<file path="config.mk">
export PLATFORM = sky130hd
export DESIGN_NAME = cpsc_top
export DESIGN_NICKNAME = d
export VERILOG_FILES = /design/src/verilog/cpsc_pkg.sv /design/src/verilog/cpsc_top.sv
export VERILOG_INCLUDE_DIRS = /design/src /design/src/verilog
export SDC_FILE = /design/constraint.sdc
export NUM_CORES = 1
export LEC_CHECK = 0
export ABC_CLOCK_PERIOD_IN_PS = 2900
export BUFFER_PORTS_ARGS = -buffer_cell sky130_fd_sc_hd__buf_2
export CORE_UTILIZATION = 50
export CTS_CLUSTER_DIAMETER = 80
export CTS_CLUSTER_SIZE = 24
export DETAILED_ROUTE_END_ITERATION = 10
export GPL_ROUTABILITY_DRIVEN = 0
export PLACE_DENSITY = 0.77
export SYNTH_ARGS = -nofsm -noshare
export SYNTH_HDL_FRONTEND = slang
export SYNTH_SLANG_ARGS = --single-unit
</file>
<file path="constraint.sdc">
create_clock -name clk_sys_i -period 2.9 [get_ports clk_sys_i]
set_input_delay 0.58 -clock clk_sys_i [delete_from_list [all_inputs] [get_ports clk_sys_i]]
set_output_delay 0.58 -clock clk_sys_i [all_outputs]
set_load 0.005 [all_outputs]
</file>
<file path="src/verilog/cpsc_params.svh">
/*
  Constants of the codec port slot configuration block: register indices,
  field positions, reset values and link mode codes.
  Assumes it is included by its bare name from the top and the bench.
*/
// What this block does
// - High slot-valid register and ready bits act only in the link modes.
// - Bit 7 is a software frame-valid flag: 1 means a valid slot exists.
// - Primary ready follows slot 0 bit 15 from primary codec, each frame.
// - Secondary ready follows slot 0 bit 15 from secondary codec, each frame.
// - Secondary ready means something only with a second codec attached.
// - High register bits 4 down to 0 mark slots 3 through 7 valid.
// - Low register bits 7 down to 3 mark slots 8 through 12 valid.
// - Receive slot timing register is used only in I2S mode 5.
// - Bits per slot code at 5:3 decodes to 8,16,18,20,24,32; rest reserved.
// - Bits per slot does not apply to secondary-communication slots.
// - Slot length code at 2:0 gives 8..32 serial clocks for every slot.
// - Timing register bits 7:6 are reserved, read-only and zero.
`ifndef CPSC_PARAMS_SVH
`define CPSC_PARAMS_SVH

// Register indices; byte address is four times the index
`define CPSC_IDX_RX_TIMING 16'hFFD6
`define CPSC_IDX_VALID_HIGH 16'hFFD7
`define CPSC_IDX_VALID_LOW 16'hFFD8
`define CPSC_IDX_LINK_CTRL 16'hFFE0
`define CPSC_IDX_IRQ_STATUS 16'hFFE1
`define CPSC_IDX_IRQ_CLEAR 16'hFFE2
`define CPSC_IDX_IRQ_ENABLE 16'hFFE3

`define CPSC_RST_RX_TIMING 8'h00
`define CPSC_RST_VALID_HIGH 8'h00
`define CPSC_RST_VALID_LOW 8'h00
`define CPSC_RST_LINK_CTRL 8'h00
`define CPSC_RST_IRQ 4'h0

// Writable masks; other bits are read-only
`define CPSC_WMASK_VALID_HIGH 8'h9F
`define CPSC_WMASK_VALID_LOW 8'hF8
`define CPSC_WMASK_RX_TIMING 8'h3F

`define CPSC_BIT_VF 7
`define CPSC_BIT_PRDY 6
`define CPSC_BIT_SRDY 5
`define CPSC_BIT_SEC_PRESENT 3
`define CPSC_RSVD_CODE_MIN 3'h6

// Link mode codes of the port
`define CPSC_MODE_I2S5 3'h5
`define CPSC_MODE_AC97_A 3'h6
`define CPSC_MODE_AC97_B 3'h7

// Secondary-communication slots
`define CPSC_COMM_SLOT_A 5'h01
`define CPSC_COMM_SLOT_B 5'h02

// Interrupt status bit positions
`define CPSC_IRQ_FRAME 0
`define CPSC_IRQ_PRDY 1
`define CPSC_IRQ_SRDY 2
`define CPSC_IRQ_RSVD 3

`endif

</file>
<file path="src/verilog/cpsc_pkg.sv">
/*
  Types of the codec port slot configuration block.
  Assumes cpsc_params.svh is on the include path.
*/
package cpsc_pkg;

  // Slot validity handed to the frame builder (link modes only)
  typedef struct packed {
    logic frame_valid;
    logic [9:0] slot_valid;
  } cpsc_slot_ctrl_type;

  // Receive slot timing handed to the shifter (I2S mode 5 only)
  typedef struct packed {
    logic [5:0] slot_cycles;
    logic [5:0] data_bits;
  } cpsc_rx_timing_type;

  typedef enum logic [1:0] {
    CPSC_ST_HUNT = 2'b01,
    CPSC_ST_RUN = 2'b10
  } cpsc_state_type;

endpackage

</file>
<file path="src/verilog/cpsc_top.sv">
/*
  Codec port slot configuration: slot-valid and codec-ready registers,
  receive slot timing, link-side slot counter and interrupt logic on APB.
  Assumes serial clock, frame sync and serial data arrive asynchronously
  from the codec side and are several system clocks per serial bit.
*/
// Decided for this implementation: the APB register port.
`timescale 1ns/1ps
`include "cpsc_params.svh"

module cpsc_top (
  input wire logic clk_sys_i,
  input wire logic rst_n_i,
  input wire logic psel_i,
  input wire logic penable_i,
  input wire logic pwrite_i,
  input wire logic [17:0] paddr_i,
  input wire logic [31:0] pwdata_i,
  output logic [31:0] prdata_o,
  output logic pready_o,
  output logic pslverr_o,
  input wire logic port_serial_clock_i,
  input wire logic frame_sync_i,
  input wire logic sdata_primary_i,
  input wire logic sdata_secondary_i,
  output cpsc_pkg::cpsc_slot_ctrl_type slot_ctrl_o,
  output cpsc_pkg::cpsc_rx_timing_type rx_timing_o,
  output logic rx_bit_strobe_o,
  output logic rx_bit_keep_o,
  output logic [4:0] rx_slot_index_o,
  output logic irq_o
);

  // ----------------------------------------------------------------
  // Helpers
  // ----------------------------------------------------------------
  // Shared decode of the slot length and bits-per-slot codes
  function automatic logic [5:0] decode_width(input logic [2:0] code);
    case (code)
      3'h0: decode_width = 6'h08;
      3'h1: decode_width = 6'h10;
      3'h2: decode_width = 6'h12;
      3'h3: decode_width = 6'h14;
      3'h4: decode_width = 6'h18;
      3'h5: decode_width = 6'h20;
      default: decode_width = 6'h20;
    endcase
  endfunction

  // ----------------------------------------------------------------
  // Register state
  // ----------------------------------------------------------------
  logic [7:0] valid_high_reg;
  logic [7:0] valid_low_reg;
  logic [7:0] rx_timing_reg;
  logic [7:0] link_ctrl_reg;
  logic [3:0] irq_status_reg;
  logic [3:0] irq_enable_reg;
  logic primary_codec_ready_reg;
  logic secondary_codec_ready_reg;

  // ----------------------------------------------------------------
  // APB decode
  // ----------------------------------------------------------------
  wire [15:0] idx = paddr_i[17:2];
  wire aligned = (paddr_i[1:0] == 2'h0);
  wire hit_timing = aligned && (idx == `CPSC_IDX_RX_TIMING);
  wire hit_high = aligned && (idx == `CPSC_IDX_VALID_HIGH);
  wire hit_low = aligned && (idx == `CPSC_IDX_VALID_LOW);
  wire hit_ctrl = aligned && (idx == `CPSC_IDX_LINK_CTRL);
  wire hit_stat = aligned && (idx == `CPSC_IDX_IRQ_STATUS);
  wire hit_clr = aligned && (idx == `CPSC_IDX_IRQ_CLEAR);
  wire hit_en = aligned && (idx == `CPSC_IDX_IRQ_ENABLE);
  wire mapped = hit_timing | hit_high | hit_low | hit_ctrl | hit_stat | hit_clr | hit_en;
  wire setup = psel_i && !penable_i;
  wire wr_go = psel_i && penable_i && pready_o && pwrite_i && mapped;
  wire [7:0] wbyte = pwdata_i[7:0];

  wire [7:0] high_view = {valid_high_reg[`CPSC_BIT_VF], primary_codec_ready_reg,
                          secondary_codec_ready_reg, valid_high_reg[4:0]};
  wire [7:0] rdata_sel =
    hit_timing ? {2'h0, rx_timing_reg[5:0]} :
    hit_high ? high_view :
    hit_low ? {valid_low_reg[7:3], 3'h0} :
    hit_ctrl ? {4'h0, link_ctrl_reg[3:0]} :
    hit_stat ? {4'h0, irq_status_reg} :
    hit_en ? {4'h0, irq_enable_reg} : 8'h00;

  // Zero-wait slave: ready is raised for the access phase that follows setup
  always_ff @(posedge clk_sys_i or negedge rst_n_i) begin
    if (!rst_n_i) begin
      pready_o <= 1'b0;
      pslverr_o <= 1'b0;
      prdata_o <= 32'h0000_0000;
    end else begin
      pready_o <= setup;
      pslverr_o <= setup && !mapped;
      prdata_o <= setup ? {24'h00_0000, rdata_sel} : 32'h0000_0000;
    end
  end

  // ----------------------------------------------------------------
  // Software registers
  // ----------------------------------------------------------------
  wire [7:0] high_next = (valid_high_reg & ~`CPSC_WMASK_VALID_HIGH) |
                         (wbyte & `CPSC_WMASK_VALID_HIGH);
  wire [7:0] low_next = wbyte & `CPSC_WMASK_VALID_LOW;
  wire [7:0] timing_next = wbyte & `CPSC_WMASK_RX_TIMING;
  // Reserved codes are kept as written but flagged to software
  wire rsvd_write = wr_go && hit_timing &&
                    ((wbyte[5:3] >= `CPSC_RSVD_CODE_MIN) ||
                     (wbyte[2:0] >= `CPSC_RSVD_CODE_MIN) ||
                     (decode_width(wbyte[5:3]) > decode_width(wbyte[2:0])));

  always_ff @(posedge clk_sys_i or negedge rst_n_i) begin
    if (!rst_n_i) begin
      valid_high_reg <= `CPSC_RST_VALID_HIGH;
      valid_low_reg <= `CPSC_RST_VALID_LOW;
      rx_timing_reg <= `CPSC_RST_RX_TIMING;
      link_ctrl_reg <= `CPSC_RST_LINK_CTRL;
      irq_enable_reg <= `CPSC_RST_IRQ;
    end else if (wr_go) begin
      if (hit_high) valid_high_reg <= high_next;
      if (hit_low) valid_low_reg <= low_next;
      if (hit_timing) rx_timing_reg <= timing_next;
      if (hit_ctrl) link_ctrl_reg <= {4'h0, wbyte[3:0]};
      if (hit_en) irq_enable_reg <= wbyte[3:0];
    end
  end

  wire [2:0] link_mode = link_ctrl_reg[2:0];
  wire sec_present = link_ctrl_reg[`CPSC_BIT_SEC_PRESENT];
  wire mode_ac97 = (link_mode == `CPSC_MODE_AC97_A) || (link_mode == `CPSC_MODE_AC97_B);
  wire mode_i2s5 = (link_mode == `CPSC_MODE_I2S5);
  wire [5:0] slot_cycles = decode_width(rx_timing_reg[2:0]);
  wire [5:0] data_bits = decode_width(rx_timing_reg[5:3]);

  // ----------------------------------------------------------------
  // Configuration outputs
  // ----------------------------------------------------------------
  // Slot vector: bit 0 is slot 3 ... bit 9 is slot 12
  wire [9:0] slot_map = {valid_low_reg[3], valid_low_reg[4], valid_low_reg[5],
                         valid_low_reg[6], valid_low_reg[7], valid_high_reg[0],
                         valid_high_reg[1], valid_high_reg[2], valid_high_reg[3],
                         valid_high_reg[4]};

  always_ff @(posedge clk_sys_i or negedge rst_n_i) begin
    if (!rst_n_i) begin
      slot_ctrl_o <= '0;
      rx_timing_o <= '0;
    end else begin
      slot_ctrl_o.frame_valid <= mode_ac97 && valid_high_reg[`CPSC_BIT_VF];
      slot_ctrl_o.slot_valid <= mode_ac97 ? slot_map : 10'h000;
      rx_timing_o.slot_cycles <= mode_i2s5 ? slot_cycles : 6'h00;
      rx_timing_o.data_bits <= mode_i2s5 ? data_bits : 6'h00;
    end
  end

  // ----------------------------------------------------------------
  // Link input synchronisers
  // ----------------------------------------------------------------
  logic [1:0] sclk_sync;
  logic sclk_d;
  logic [1:0] fs_sync;
  logic [1:0] pd_sync;
  logic [1:0] sd_sync;
  logic fs_prev;

  always_ff @(posedge clk_sys_i or negedge rst_n_i) begin
    if (!rst_n_i) begin
      sclk_sync <= 2'h0;
      sclk_d <= 1'b0;
      fs_sync <= 2'h0;
      pd_sync <= 2'h0;
      sd_sync <= 2'h0;
    end else begin
      sclk_sync <= {sclk_sync[0], port_serial_clock_i};
      sclk_d <= sclk_sync[1];
      fs_sync <= {fs_sync[0], frame_sync_i};
      pd_sync <= {pd_sync[0], sdata_primary_i};
      sd_sync <= {sd_sync[0], sdata_secondary_i};
    end
  end

  wire sclk_rise = sclk_sync[1] && !sclk_d;
  wire frame_start = sclk_rise && fs_sync[1] && !fs_prev;

  // ----------------------------------------------------------------
  // Codec ready capture
  // ----------------------------------------------------------------
  // First bit of a frame is bit 15 of slot 0
  wire prdy_next = (mode_ac97 && frame_start) ? pd_sync[1] : primary_codec_ready_reg;
  wire srdy_next = !sec_present ? 1'b0 :
                   (mode_ac97 && frame_start) ? sd_sync[1] : secondary_codec_ready_reg;

  always_ff @(posedge clk_sys_i or negedge rst_n_i) begin
    if (!rst_n_i) begin
      fs_prev <= 1'b0;
      primary_codec_ready_reg <= 1'b0;
      secondary_codec_ready_reg <= 1'b0;
    end else begin
      if (sclk_rise) fs_prev <= fs_sync[1];
      primary_codec_ready_reg <= prdy_next;
      secondary_codec_ready_reg <= srdy_next;
    end
  end

  // ----------------------------------------------------------------
  // Slot counter for I2S mode 5
  // ----------------------------------------------------------------
  cpsc_pkg::cpsc_state_type state_reg;
  cpsc_pkg::cpsc_state_type state_next;
  logic [5:0] slot_bit_reg;
  logic [4:0] slot_idx_reg;

  wire in_run = (state_reg == cpsc_pkg::CPSC_ST_RUN);
  wire bit_tick = sclk_rise && mode_i2s5 && (frame_start || in_run);
  wire [5:0] cur_bit = frame_start ? 6'h00 : slot_bit_reg;
  wire [4:0] cur_slot = frame_start ? 5'h00 : slot_idx_reg;
  wire comm_slot = (cur_slot == `CPSC_COMM_SLOT_A) || (cur_slot == `CPSC_COMM_SLOT_B);
  wire slot_end = (cur_bit == slot_cycles - 6'h01);
  // Audio slots drop bits past the data width; command slots keep all
  wire bit_keep = comm_slot || (cur_bit < data_bits);

  always_comb begin
    case (state_reg)
      cpsc_pkg::CPSC_ST_HUNT: state_next = (mode_i2s5 && frame_start) ?
                                           cpsc_pkg::CPSC_ST_RUN : cpsc_pkg::CPSC_ST_HUNT;
      cpsc_pkg::CPSC_ST_RUN: state_next = mode_i2s5 ?
                                          cpsc_pkg::CPSC_ST_RUN : cpsc_pkg::CPSC_ST_HUNT;
      default: state_next = cpsc_pkg::CPSC_ST_HUNT;
    endcase
  end

  always_ff @(posedge clk_sys_i or negedge rst_n_i) begin
    if (!rst_n_i) begin
      state_reg <= cpsc_pkg::CPSC_ST_HUNT;
      slot_bit_reg <= 6'h00;
      slot_idx_reg <= 5'h00;
    end else begin
      state_reg <= state_next;
      if (bit_tick) begin
        slot_bit_reg <= slot_end ? 6'h00 : cur_bit + 6'h01;
        slot_idx_reg <= slot_end ? cur_slot + 5'h01 : cur_slot;
      end
    end
  end

  always_ff @(posedge clk_sys_i or negedge rst_n_i) begin
    if (!rst_n_i) begin
      rx_bit_strobe_o <= 1'b0;
      rx_bit_keep_o <= 1'b0;
      rx_slot_index_o <= 5'h00;
    end else begin
      rx_bit_strobe_o <= bit_tick;
      rx_bit_keep_o <= bit_tick && bit_keep;
      if (bit_tick) rx_slot_index_o <= cur_slot;
    end
  end

  // ----------------------------------------------------------------
  // Interrupts
  // ----------------------------------------------------------------
  wire [3:0] irq_set = {rsvd_write,
                        secondary_codec_ready_reg != srdy_next,
                        primary_codec_ready_reg != prdy_next,
                        mode_ac97 && frame_start};
  wire [3:0] irq_clr = (wr_go && hit_clr) ? wbyte[3:0] : 4'h0;
  // Set beats clear so no event is lost in the clearing cycle
  wire [3:0] irq_status_next = (irq_status_reg & ~irq_clr) | irq_set;

  always_ff @(posedge clk_sys_i or negedge rst_n_i) begin
    if (!rst_n_i) begin
      irq_status_reg <= `CPSC_RST_IRQ;
      irq_o <= 1'b0;
    end else begin
      irq_status_reg <= irq_status_next;
      irq_o <= |(irq_status_next & irq_enable_reg);
    end
  end

  // ----------------------------------------------------------------
  // Checks
  // ----------------------------------------------------------------
  a_gate_slot_valid: assert property (
    @(posedge clk_sys_i) disable iff (!rst_n_i)
    !mode_ac97 |=> (slot_ctrl_o == '0))
    else $error("slot valid output active outside link modes");

  a_frame_valid_map: assert property (
    @(posedge clk_sys_i) disable iff (!rst_n_i)
    mode_ac97 |=> (slot_ctrl_o.frame_valid == $past(valid_high_reg[7])))
    else $error("frame valid output does not follow bit 7");

  a_primary_capture: assert property (
    @(posedge clk_sys_i) disable iff (!rst_n_i)
    (mode_ac97 && frame_start) |=> (primary_codec_ready_reg == $past(pd_sync[1])))
    else $error("primary ready not taken from first frame bit");

  a_secondary_capture: assert property (
    @(posedge clk_sys_i) disable iff (!rst_n_i)
    (mode_ac97 && frame_start && sec_present)
      |=> (secondary_codec_ready_reg == $past(sd_sync[1])))
    else $error("secondary ready not taken from first frame bit");

  a_secondary_absent: assert property (
    @(posedge clk_sys_i) disable iff (!rst_n_i)
    !sec_present |=> !secondary_codec_ready_reg)
    else $error("secondary ready set with no second codec");

  a_slot_map_high: assert property (
    @(posedge clk_sys_i) disable iff (!rst_n_i)
    mode_ac97 ##1 mode_ac97 |-> (slot_ctrl_o.slot_valid[0] == $past(valid_high_reg[4])))
    else $error("slot 3 valid not mapped from bit 4");

  a_slot_map_low: assert property (
    @(posedge clk_sys_i) disable iff (!rst_n_i)
    mode_ac97 |=> (slot_ctrl_o.slot_valid[9] == $past(valid_low_reg[3])))
    else $error("slot 12 valid not mapped from bit 3");

  a_timing_gate: assert property (
    @(posedge clk_sys_i) disable iff (!rst_n_i)
    !mode_i2s5 |=> (rx_timing_o == '0))
    else $error("slot timing output active outside mode 5");

  a_bits_decode: assert property (
    @(posedge clk_sys_i) disable iff (!rst_n_i)
    (mode_i2s5 && rx_timing_reg[5:3] == 3'h2) |=> (rx_timing_o.data_bits == 6'h12))
    else $error("bits per slot code 2 not decoded as 18");

  a_slot_wrap: assert property (
    @(posedge clk_sys_i) disable iff (!rst_n_i)
    (bit_tick && slot_end) |=> (slot_bit_reg == 6'h00))
    else $error("slot counter did not wrap at slot length");

  a_reserved_zero: assert property (
    @(posedge clk_sys_i) disable iff (!rst_n_i)
    rx_timing_reg[7:6] == 2'h0)
    else $error("reserved timing bits not zero");

  a_keep_width: assert property (
    @(posedge clk_sys_i) disable iff (!rst_n_i)
    (bit_tick && !comm_slot && cur_bit >= data_bits) |=> (rx_bit_strobe_o && !rx_bit_keep_o))
    else $error("bit beyond data width was kept");

  a_comm_keep: assert property (
    @(posedge clk_sys_i) disable iff (!rst_n_i)
    (bit_tick && comm_slot) |=> rx_bit_keep_o)
    else $error("command slot bit was dropped");

endmodule
</file>
==> results of run 1 <==
[routing by layer]
layer	wire [um]	vias up
li1	-	1591
met1	4160	1603
met2	4430	112
met3	401	15
met4	140	0
met5	0	-
[cells in the final DEF (no fill, tap or decap), drive strengths merged, types with 5 or more instances in the layout]
| master | synthesis | final |
|---|---|---|
| a21oi | 11 | 11 |
| a22oi | 5 | 5 |
| and2 | 6 | 6 |
| and3 | 13 | 13 |
| buf | 32 | 80 |
| clkbuf | 9 | 9 |
| conb | 1 | 26 |
| dfrtp | 92 | 92 |
| ha | 15 | 15 |
| inv | 12 | 18 |
| mux2 | 31 | 31 |
| nand2 | 50 | 50 |
| nand3 | 13 | 13 |
| nor2 | 19 | 19 |
| nor2b | 9 | 9 |
| nor3 | 10 | 10 |
| nor3b | 5 | 5 |
| o21ai | 15 | 15 |
[area by class of cell]
type / instances / area (um2)
fillers: 740 / 3640
clock buffers: 9 / 124
clock inverters: 7 / 73.8
repair buffers: 80 / 433
multi-input cells: 298 / 2030
inverters: 12 / 45.0
well taps: 108 / 135
flip-flops and latches: 93 / 2330
[power by group through the flow]
stage	clock, uW	combinational, uW	sequential [uW]
2_1_floorplan	0	84.5	1340
3_3_place_gp	0	126	1340
3_5_place_dp	0	130	1340
4_1_cts	873	131	1310
5_1_grt	934	148	1310
6_report	858	129	1310
[final timing paths]
| kind | start | endpoint | slack [ns] |
|---|---|---|---|
| max | link_ctrl_reg[2] | slot_idx_reg[3] | 0.53 |
| min | rst_n_i | pslverr_o | 0.19 |
| max reg2reg | link_ctrl_reg[2] | slot_idx_reg[3] | 0.53 |
| min reg2reg | pd_sync[0] | pd_sync[1] | 0.36 |
| max in group asynchronous | rst_n_i | state_reg[0] | 2.00 |
| min in group clk_sys_i | sdata_primary_i | pd_sync[0] | 0.31 |
[cell families after synthesis]
kind of cell / share of synthesized area
other cells: 0.000820
simple gates: 0.178
xor+xnor: 0.0134
buf+inv: 0.0679
mux: 0.0829
compound gates: 0.106
flops: 0.509
fa+ha+maj: 0.0410
[worst max-delay path, stage by stage (launching register included)]
cell	delay (ns)
dfrtp_1	0.61
and3b_1	0.30
o211ai_4	0.18
inv_2	0.20
nand3_2	0.14
a2111oi_4	0.47
nand4_1	0.18
mux2i_1	0.15
[per-stage QoR]
stage | instance area (um2) | instances | total power, uW | hold WS, ns | util
after floorplan | 4670 | 444 | 1420 | 0.284 | -
after global placement | 4970 | 591 | 1460 | 0.334 | 0.564
after detailed placement | 4970 | 591 | 1470 | 0.335 | 0.564
after CTS | 5170 | 607 | 2320 | 0.207 | 0.587
after global routing | 5170 | 607 | 2390 | 0.226 | 0.587
final | 5170 | 607 | 2300 | 0.190 | 0.587
==> out/qor.csv, run 1 <==
stage;metric;value;unit
power_and_ir_drop;p_int;1700;uW
critical_path;crit_fanout;16;
yosys;synth_area_per_cell;10.9;um2
run;maxCapViolations;0;
die;die_x;97.6;um
yosys;netlist_instances;419;
power_and_ir_drop;seqPwrFrac;0.570;
detailed_routing;wl;9140;um
yosys;yosys.area.top_type;dfrtp_1;
yosys;synthDistinctLibCells;64;
die;coreArea;0.00881;mm2
cells_and_area;top_register;slot_ctrl_o;
critical_path;cp.arrival;2.61;ns
cells_and_area;largest_reg_flops;11;
timing;fin_crit_sh;0.816;
power_and_ir_drop;clockPowerShare;0.373;
cells_and_area;drive_gt1_frac;0.238;
detailed_routing;antenna_violating_nets_post_route;0;
place;post-place-ws;0.399;ns
timing;rsz0062_at_grt;false;
global_routing;grt_pass1_vias;3234;
timing;slew_viol_final;0;
cells_and_area;area_growth;13.0;%
yosys;synth-edff-count;0;
global_routing;grt_pass1_wl;15600;um
cells_and_area;diodes;0;
detailed_routing;post-route-drc-count;14;
critical_path;worst-r2r-cell-count;7;
global_routing;grt_use_met1;0.282;
detailed_routing;num_vias;3321;
global_routing;globalRoute.totalOverflow;0;
clock_tree;clockRootBuffer;clkbuf_8;
timing;max_freq;423;MHz
power_and_ir_drop;ir_worst_vdd;0.233;mV
critical_path;worst_ep_required_time;3.14;ns
run_status;violations;design-rule violations;
clock_tree;clockBufferDepth;2;
clock_tree;cts_buffers;9;
die;io_pins;124;
detailed_routing;vias_per_cell;5.47;
yosys;yosys-top-cells-count;92 x dfrtp_1, 50 x nand2_1, 26 x buf_4, 20 x mux2_1, 19 x nor2_1;
timing;finClkSkew;0.0117;ns
critical_path;worstSetupPathType;reg2reg;
yosys;yosysSeqAreaShare;0.509;
global_routing;grt_util_all_layers;0.206;
timing;worstMarginPinSlew;0.639;ns
clock_tree;cts_resized;0;
clock_tree;clk_latency;0.36;ns
die;fp-row-count;34;
global_routing;grt_max_degree;51;
detailed_routing;drt_pre_antenna_iters;8;
timing;relSlewSlack;0.573;
die;dieArea;0.00953;mm2
global_routing;antenna_found_initial;0;
run_status;status;finished with violations;
detailed_routing;drt_iter0_drc;303;
timing;setup_ws;0.534;ns
die;start_util;0.519;
clock_tree;tritoncts;done;
global_routing;globalRouteMet2Util;0.330;
yosys;ys_ff_latch;93;
clock_tree;post_cts_buffers;0;
min_path;hold_class;in2async;
place;dpl.hpwl;6700;um
clock_tree;clk_pin_slew;0.10;ns
timing;fin_crit;2.37;ns
yosys;async_flop_share;1.00;
power_and_ir_drop;combinationalPowerShare;0.056;
global_routing;groute.layer.met3.usage;0.0410;
yosys;synth_area_leaders;dfrtp_1 50%, mux2_1 4.9%, buf_4 4.3%, ha_1 4.1%, nand2_1 4.1%;
yosys;ys.flop_type;dfrtp_1;
timing;totalNegativeSetupSlack;0;ns
power_and_ir_drop;p_sw_frac;0.262;
power_and_ir_drop;cellPowerDensity;445;mW/mm2
die;die_h;97.6;um
yosys;syn_area;0.00457;mm2
timing;finalSetupViolCount;0;
power_and_ir_drop;p_switching;602;uW
yosys;yosysWarnings;0;
place;io_buffer_count;73;
detailed_routing;drt-wirelength-per-cell;15.1;um
cells_and_area;reg_top3;slot_ctrl_o x11, rx_timing_o x10, prdata_o x8;
global_routing;busiest_layer;met2;
critical_path;worstSetupStartpointType;register;
yosys;post-synth-top-count-cell;dfrtp_1;
timing;finalHoldViolCount;0;
yosys;synth_top_area_frac;0.503;
clock_tree;clkSinkCount;93;
critical_path;endpoint_kind;register;
power_and_ir_drop;p_leak;0.00268;uW
cells_and_area;fin_nets;568;
clock_tree;postCtsHoldBufs;0;
clock_tree;htreeDepth;3;
No activity file was read; power rests on OpenSTA's default activity.
==> run 2: changes to the inputs <==
Settings changed: ABC_CLOCK_PERIOD_IN_PS 2900 to 2050, CORE_UTILIZATION 50 to 48.
Clock period 2.9 ns to 2.05 ns, I/O delays scaled along.
==> run 2 against run 1 <==
Compared with the run above: the flow now finishes without violations; die area grew 4.1%; sequential share of layout area shrank 3.5 points; clock skew grew 0.0021 ns; non-clock buffer count grew 45.
==> out/qor.csv, run 2 (synthesized netlist as in run 1, its figures left out) <==
stage;metric;value;unit;change
critical_path;crit_chain;and4bb_4 > a21oi_2 > o32a_4 > a2111oi_4 > buf_4 > mux2i_1;;was and3b_1 > o211ai_4 > inv_2 > nand3_2 > a2111oi_4 > nand4_1 > mux2i_1
global_routing;grt_pass1_wl;16100;um;was 15,600 um
cells_and_area;reg_top3;slot_ctrl_o x11, rx_timing_o x10, prdata_o x8;;unchanged
clock_tree;clk_latency;0.37;ns;was 0.36 ns
run;maxCapViolations;0;;unchanged
clock_tree;clockBufferDepth;2;;unchanged
die;dieArea;0.00992;mm2;was 0.00953 mm2
cells_and_area;final_common_cell;dfrtp_1;;unchanged
cells_and_area;fill_cells;735;;was 740
critical_path;worst-r2r-cell-count;6;;was 7
clock_tree;clk_pin_slew;0.11;ns;was 0.10 ns
critical_path;slowest_delay;0.44;ns;was 0.61 ns
global_routing;grt_max_degree;47;;was 51
critical_path;r2r_start;fs_prev;;was link_ctrl_reg[2]
timing;relSlewSlack;0.683;;was 0.573
clock_tree;tritoncts;done;;unchanged
timing;finalSetupViolCount;0;;unchanged
detailed_routing;drt_iter0_drc;253;;was 303
die;io_pins;124;;unchanged
global_routing;grt_util_all_layers;0.207;;was 0.206
place;io_buffer_count;73;;unchanged
power_and_ir_drop;total_power;3310;uW;was 2300 uW
critical_path;crit_fanout;6;;was 16
timing;finalHoldViolCount;0;;unchanged
min_path;hp-start;sdata_primary_i;;
cells_and_area;seqCellArea;0.00233;mm2;unchanged
critical_path;worstSetupStartpointType;register;;unchanged
detailed_routing;antenna_violating_nets_post_route;0;;unchanged
power_and_ir_drop;cellPowerDensity;592;mW/mm2;was 445 mW/mm2
critical_path;cp_slowest_cell;a2111oi_4;;was dfrtp_1
die;coreArea;0.00924;mm2;was 0.00881 mm2
critical_path;reg2reg_setup_slack;0.002;ns;was 0.53 ns
critical_path;worst_ep_required_time;2.34;ns;was 3.14 ns
timing;max_freq;488;MHz;was 423 MHz
timing;worstMarginPinSlew;0.464;ns;was 0.639 ns
cells_and_area;largest_reg_flops;11;;unchanged
clock_tree;cts_buffers;9;;unchanged
detailed_routing;vias_per_cell;5.26;;was 5.47
power_and_ir_drop;p_leak;0.00292;uW;was 0.00268 uW
timing;finClkSkew;0.0139;ns;was 0.0117 ns
timing;slew_viol_final;0;;unchanged
global_routing;grt_pass1_vias;3397;;was 3,234
critical_path;cp.arrival;2.34;ns;was 2.61 ns
cells_and_area;area_growth;22.4;%;was 13.0%
die;start_util;0.495;;was 0.519
global_routing;globalRoute.totalOverflow;0;;unchanged
die;fp-row-count;35;;was 34
cells_and_area;layout_common_cells;92 x dfrtp_1, 72 x buf_2, 50 x nand2_1, 50 x buf_4, 26 x conb_1;;was 92 x dfrtp_1, 72 x buf_2, 50 x nand2_1
detailed_routing;post-route-drc-count;0;;was 14
min_path;worst_hold_path.num_cells;1;;
clock_tree;clockRootBuffer;clkbuf_8;;unchanged
timing;totalNegativeSetupSlack;0;ns;unchanged
cells_and_area;diodes;0;;unchanged
global_routing;antenna_found_initial;0;;unchanged
clock_tree;post_cts_buffers;0;;unchanged
cells_and_area;fin_nets;613;;was 568
critical_path;worstSetupPathType;reg2reg;;unchanged
detailed_routing;num_vias;3538;;was 3,321
die;die_x;99.6;um;was 97.6 um
cells_and_area;drive_gt1_frac;0.313;;was 0.238
detailed_routing;wl;9700;um;was 9140 um
min_path;hold_end;pd_sync[0];;
detailed_routing;drt_pre_antenna_iters;6;;was 8
place;dpl.hpwl;7170;um;was 6700 um
power_and_ir_drop;ir_worst_vdd;0.328;mV;was 0.233 mV
timing;rsz0062_at_grt;true;;was false
critical_path;r2r_end;slot_idx_reg[1];;was slot_idx_reg[3]
timing;fin_crit;2.05;ns;was 2.37 ns
critical_path;endpoint_kind;register;;unchanged
clock_tree;clkSinkCount;93;;unchanged
cells_and_area;top_register;slot_ctrl_o;;unchanged
detailed_routing;drt-wirelength-per-cell;14.4;um;was 15.1 um
clock_tree;htreeDepth;3;;unchanged
min_path;hold_class;in2reg;;was in2async
cells_and_area;multiInputGateArea;0.00208;mm2;was 0.00203 mm2
die;die_h;99.6;um;was 97.6 um
run_status;status;finished, final reports clean;;was finished with violations
timing;fin_crit_sh;0.999;;was 0.816
==> run 2: metrics by stage <==
step / cell area (um2) / setup slack, ns / util / instances / hold WS, ns
3_5_place_dp: 5330 / -0.291 / 0.577 / 656 / 0.337
5_1_grt: 5600 / -0.114 / 0.606 / 673 / 0.129
4_1_cts: 5560 / 0.00860 / 0.602 / 673 / 0.128
3_3_place_gp: 5330 / -0.155 / 0.577 / 656 / 0.332
2_1_floorplan: 4680 / 0.0120 / - / 444 / 0.114
6_report: 5600 / 0.00171 / 0.606 / 673 / 0.140
==> run 2: layout make-up <==
| class | instances | area share |
|---|---|---|
| Multi-Input combinational cell | 298 | 0.372 |
| Sequential cell | 93 | 0.416 |
| Inverter | 12 | 0.00805 |
| Timing Repair Buffer | 125 | 0.139 |
| Tap cell | 129 | 0.0288 |
| Clock inverter | 7 | 0.0145 |
| Clock buffer | 9 | 0.0221 |
==> run 2: critical path: cells and delay by family, from the launching register on <==
family	cells	cell delay, ns
muxes	1	0.17
DFF	1	0.38
and+or+nand+nor	1	0.40
AOI/OAI and AO/OA	3	0.83
buffers and inverters	1	0.20
==> run 2: metal layers <==
layer | GRT usage | part of all wire | wire length [um]
met1 | 0.275 | 0.45 | 4400
met2 | 0.342 | 0.49 | 4790
met3 | 0.0415 | 0.039 | 383
met4 | 0.0656 | 0.014 | 140
met5 | 0 | 0 | 0
==> run 2: what timing repair did <==
action,in CTS,in global routing
hold buffers,1,0
hold endpoints to repair,29,0
endpoints found under the setup margin,12,12
pin swaps,2,3
gates resized for setup,4,7
cloned,0,0
==> run 2: how the worst max path moves through the flow <==
| stage | startpoint | endpoint | slack [ns] | cells past startpoint |
|---|---|---|---|---|
| 3_3_place_gp | pwdata_i[1] | irq_o | -0.16 | 10 |
| 5_1_grt | sclk_d | slot_idx_reg[1] | -0.11 | 8 |
| 3_5_place_dp | pwdata_i[1] | irq_o | -0.29 | 10 |
| 4_1_cts | sclk_d | slot_idx_reg[1] | 0.009 | 6 |
| 2_1_floorplan | pwdata_i[1] | irq_o | 0.01 | 9 |
| 6_report | fs_prev | slot_idx_reg[1] | 0.002 | 6 |
==> run 2: power breakdown <==
group | internal, uW | leakage, uW | switching (uW)
registers | 1850 | 0.00127 | 8.42
logic | 100 | 0.00154 | 126
clock network | 491 | 0.000104 | 740
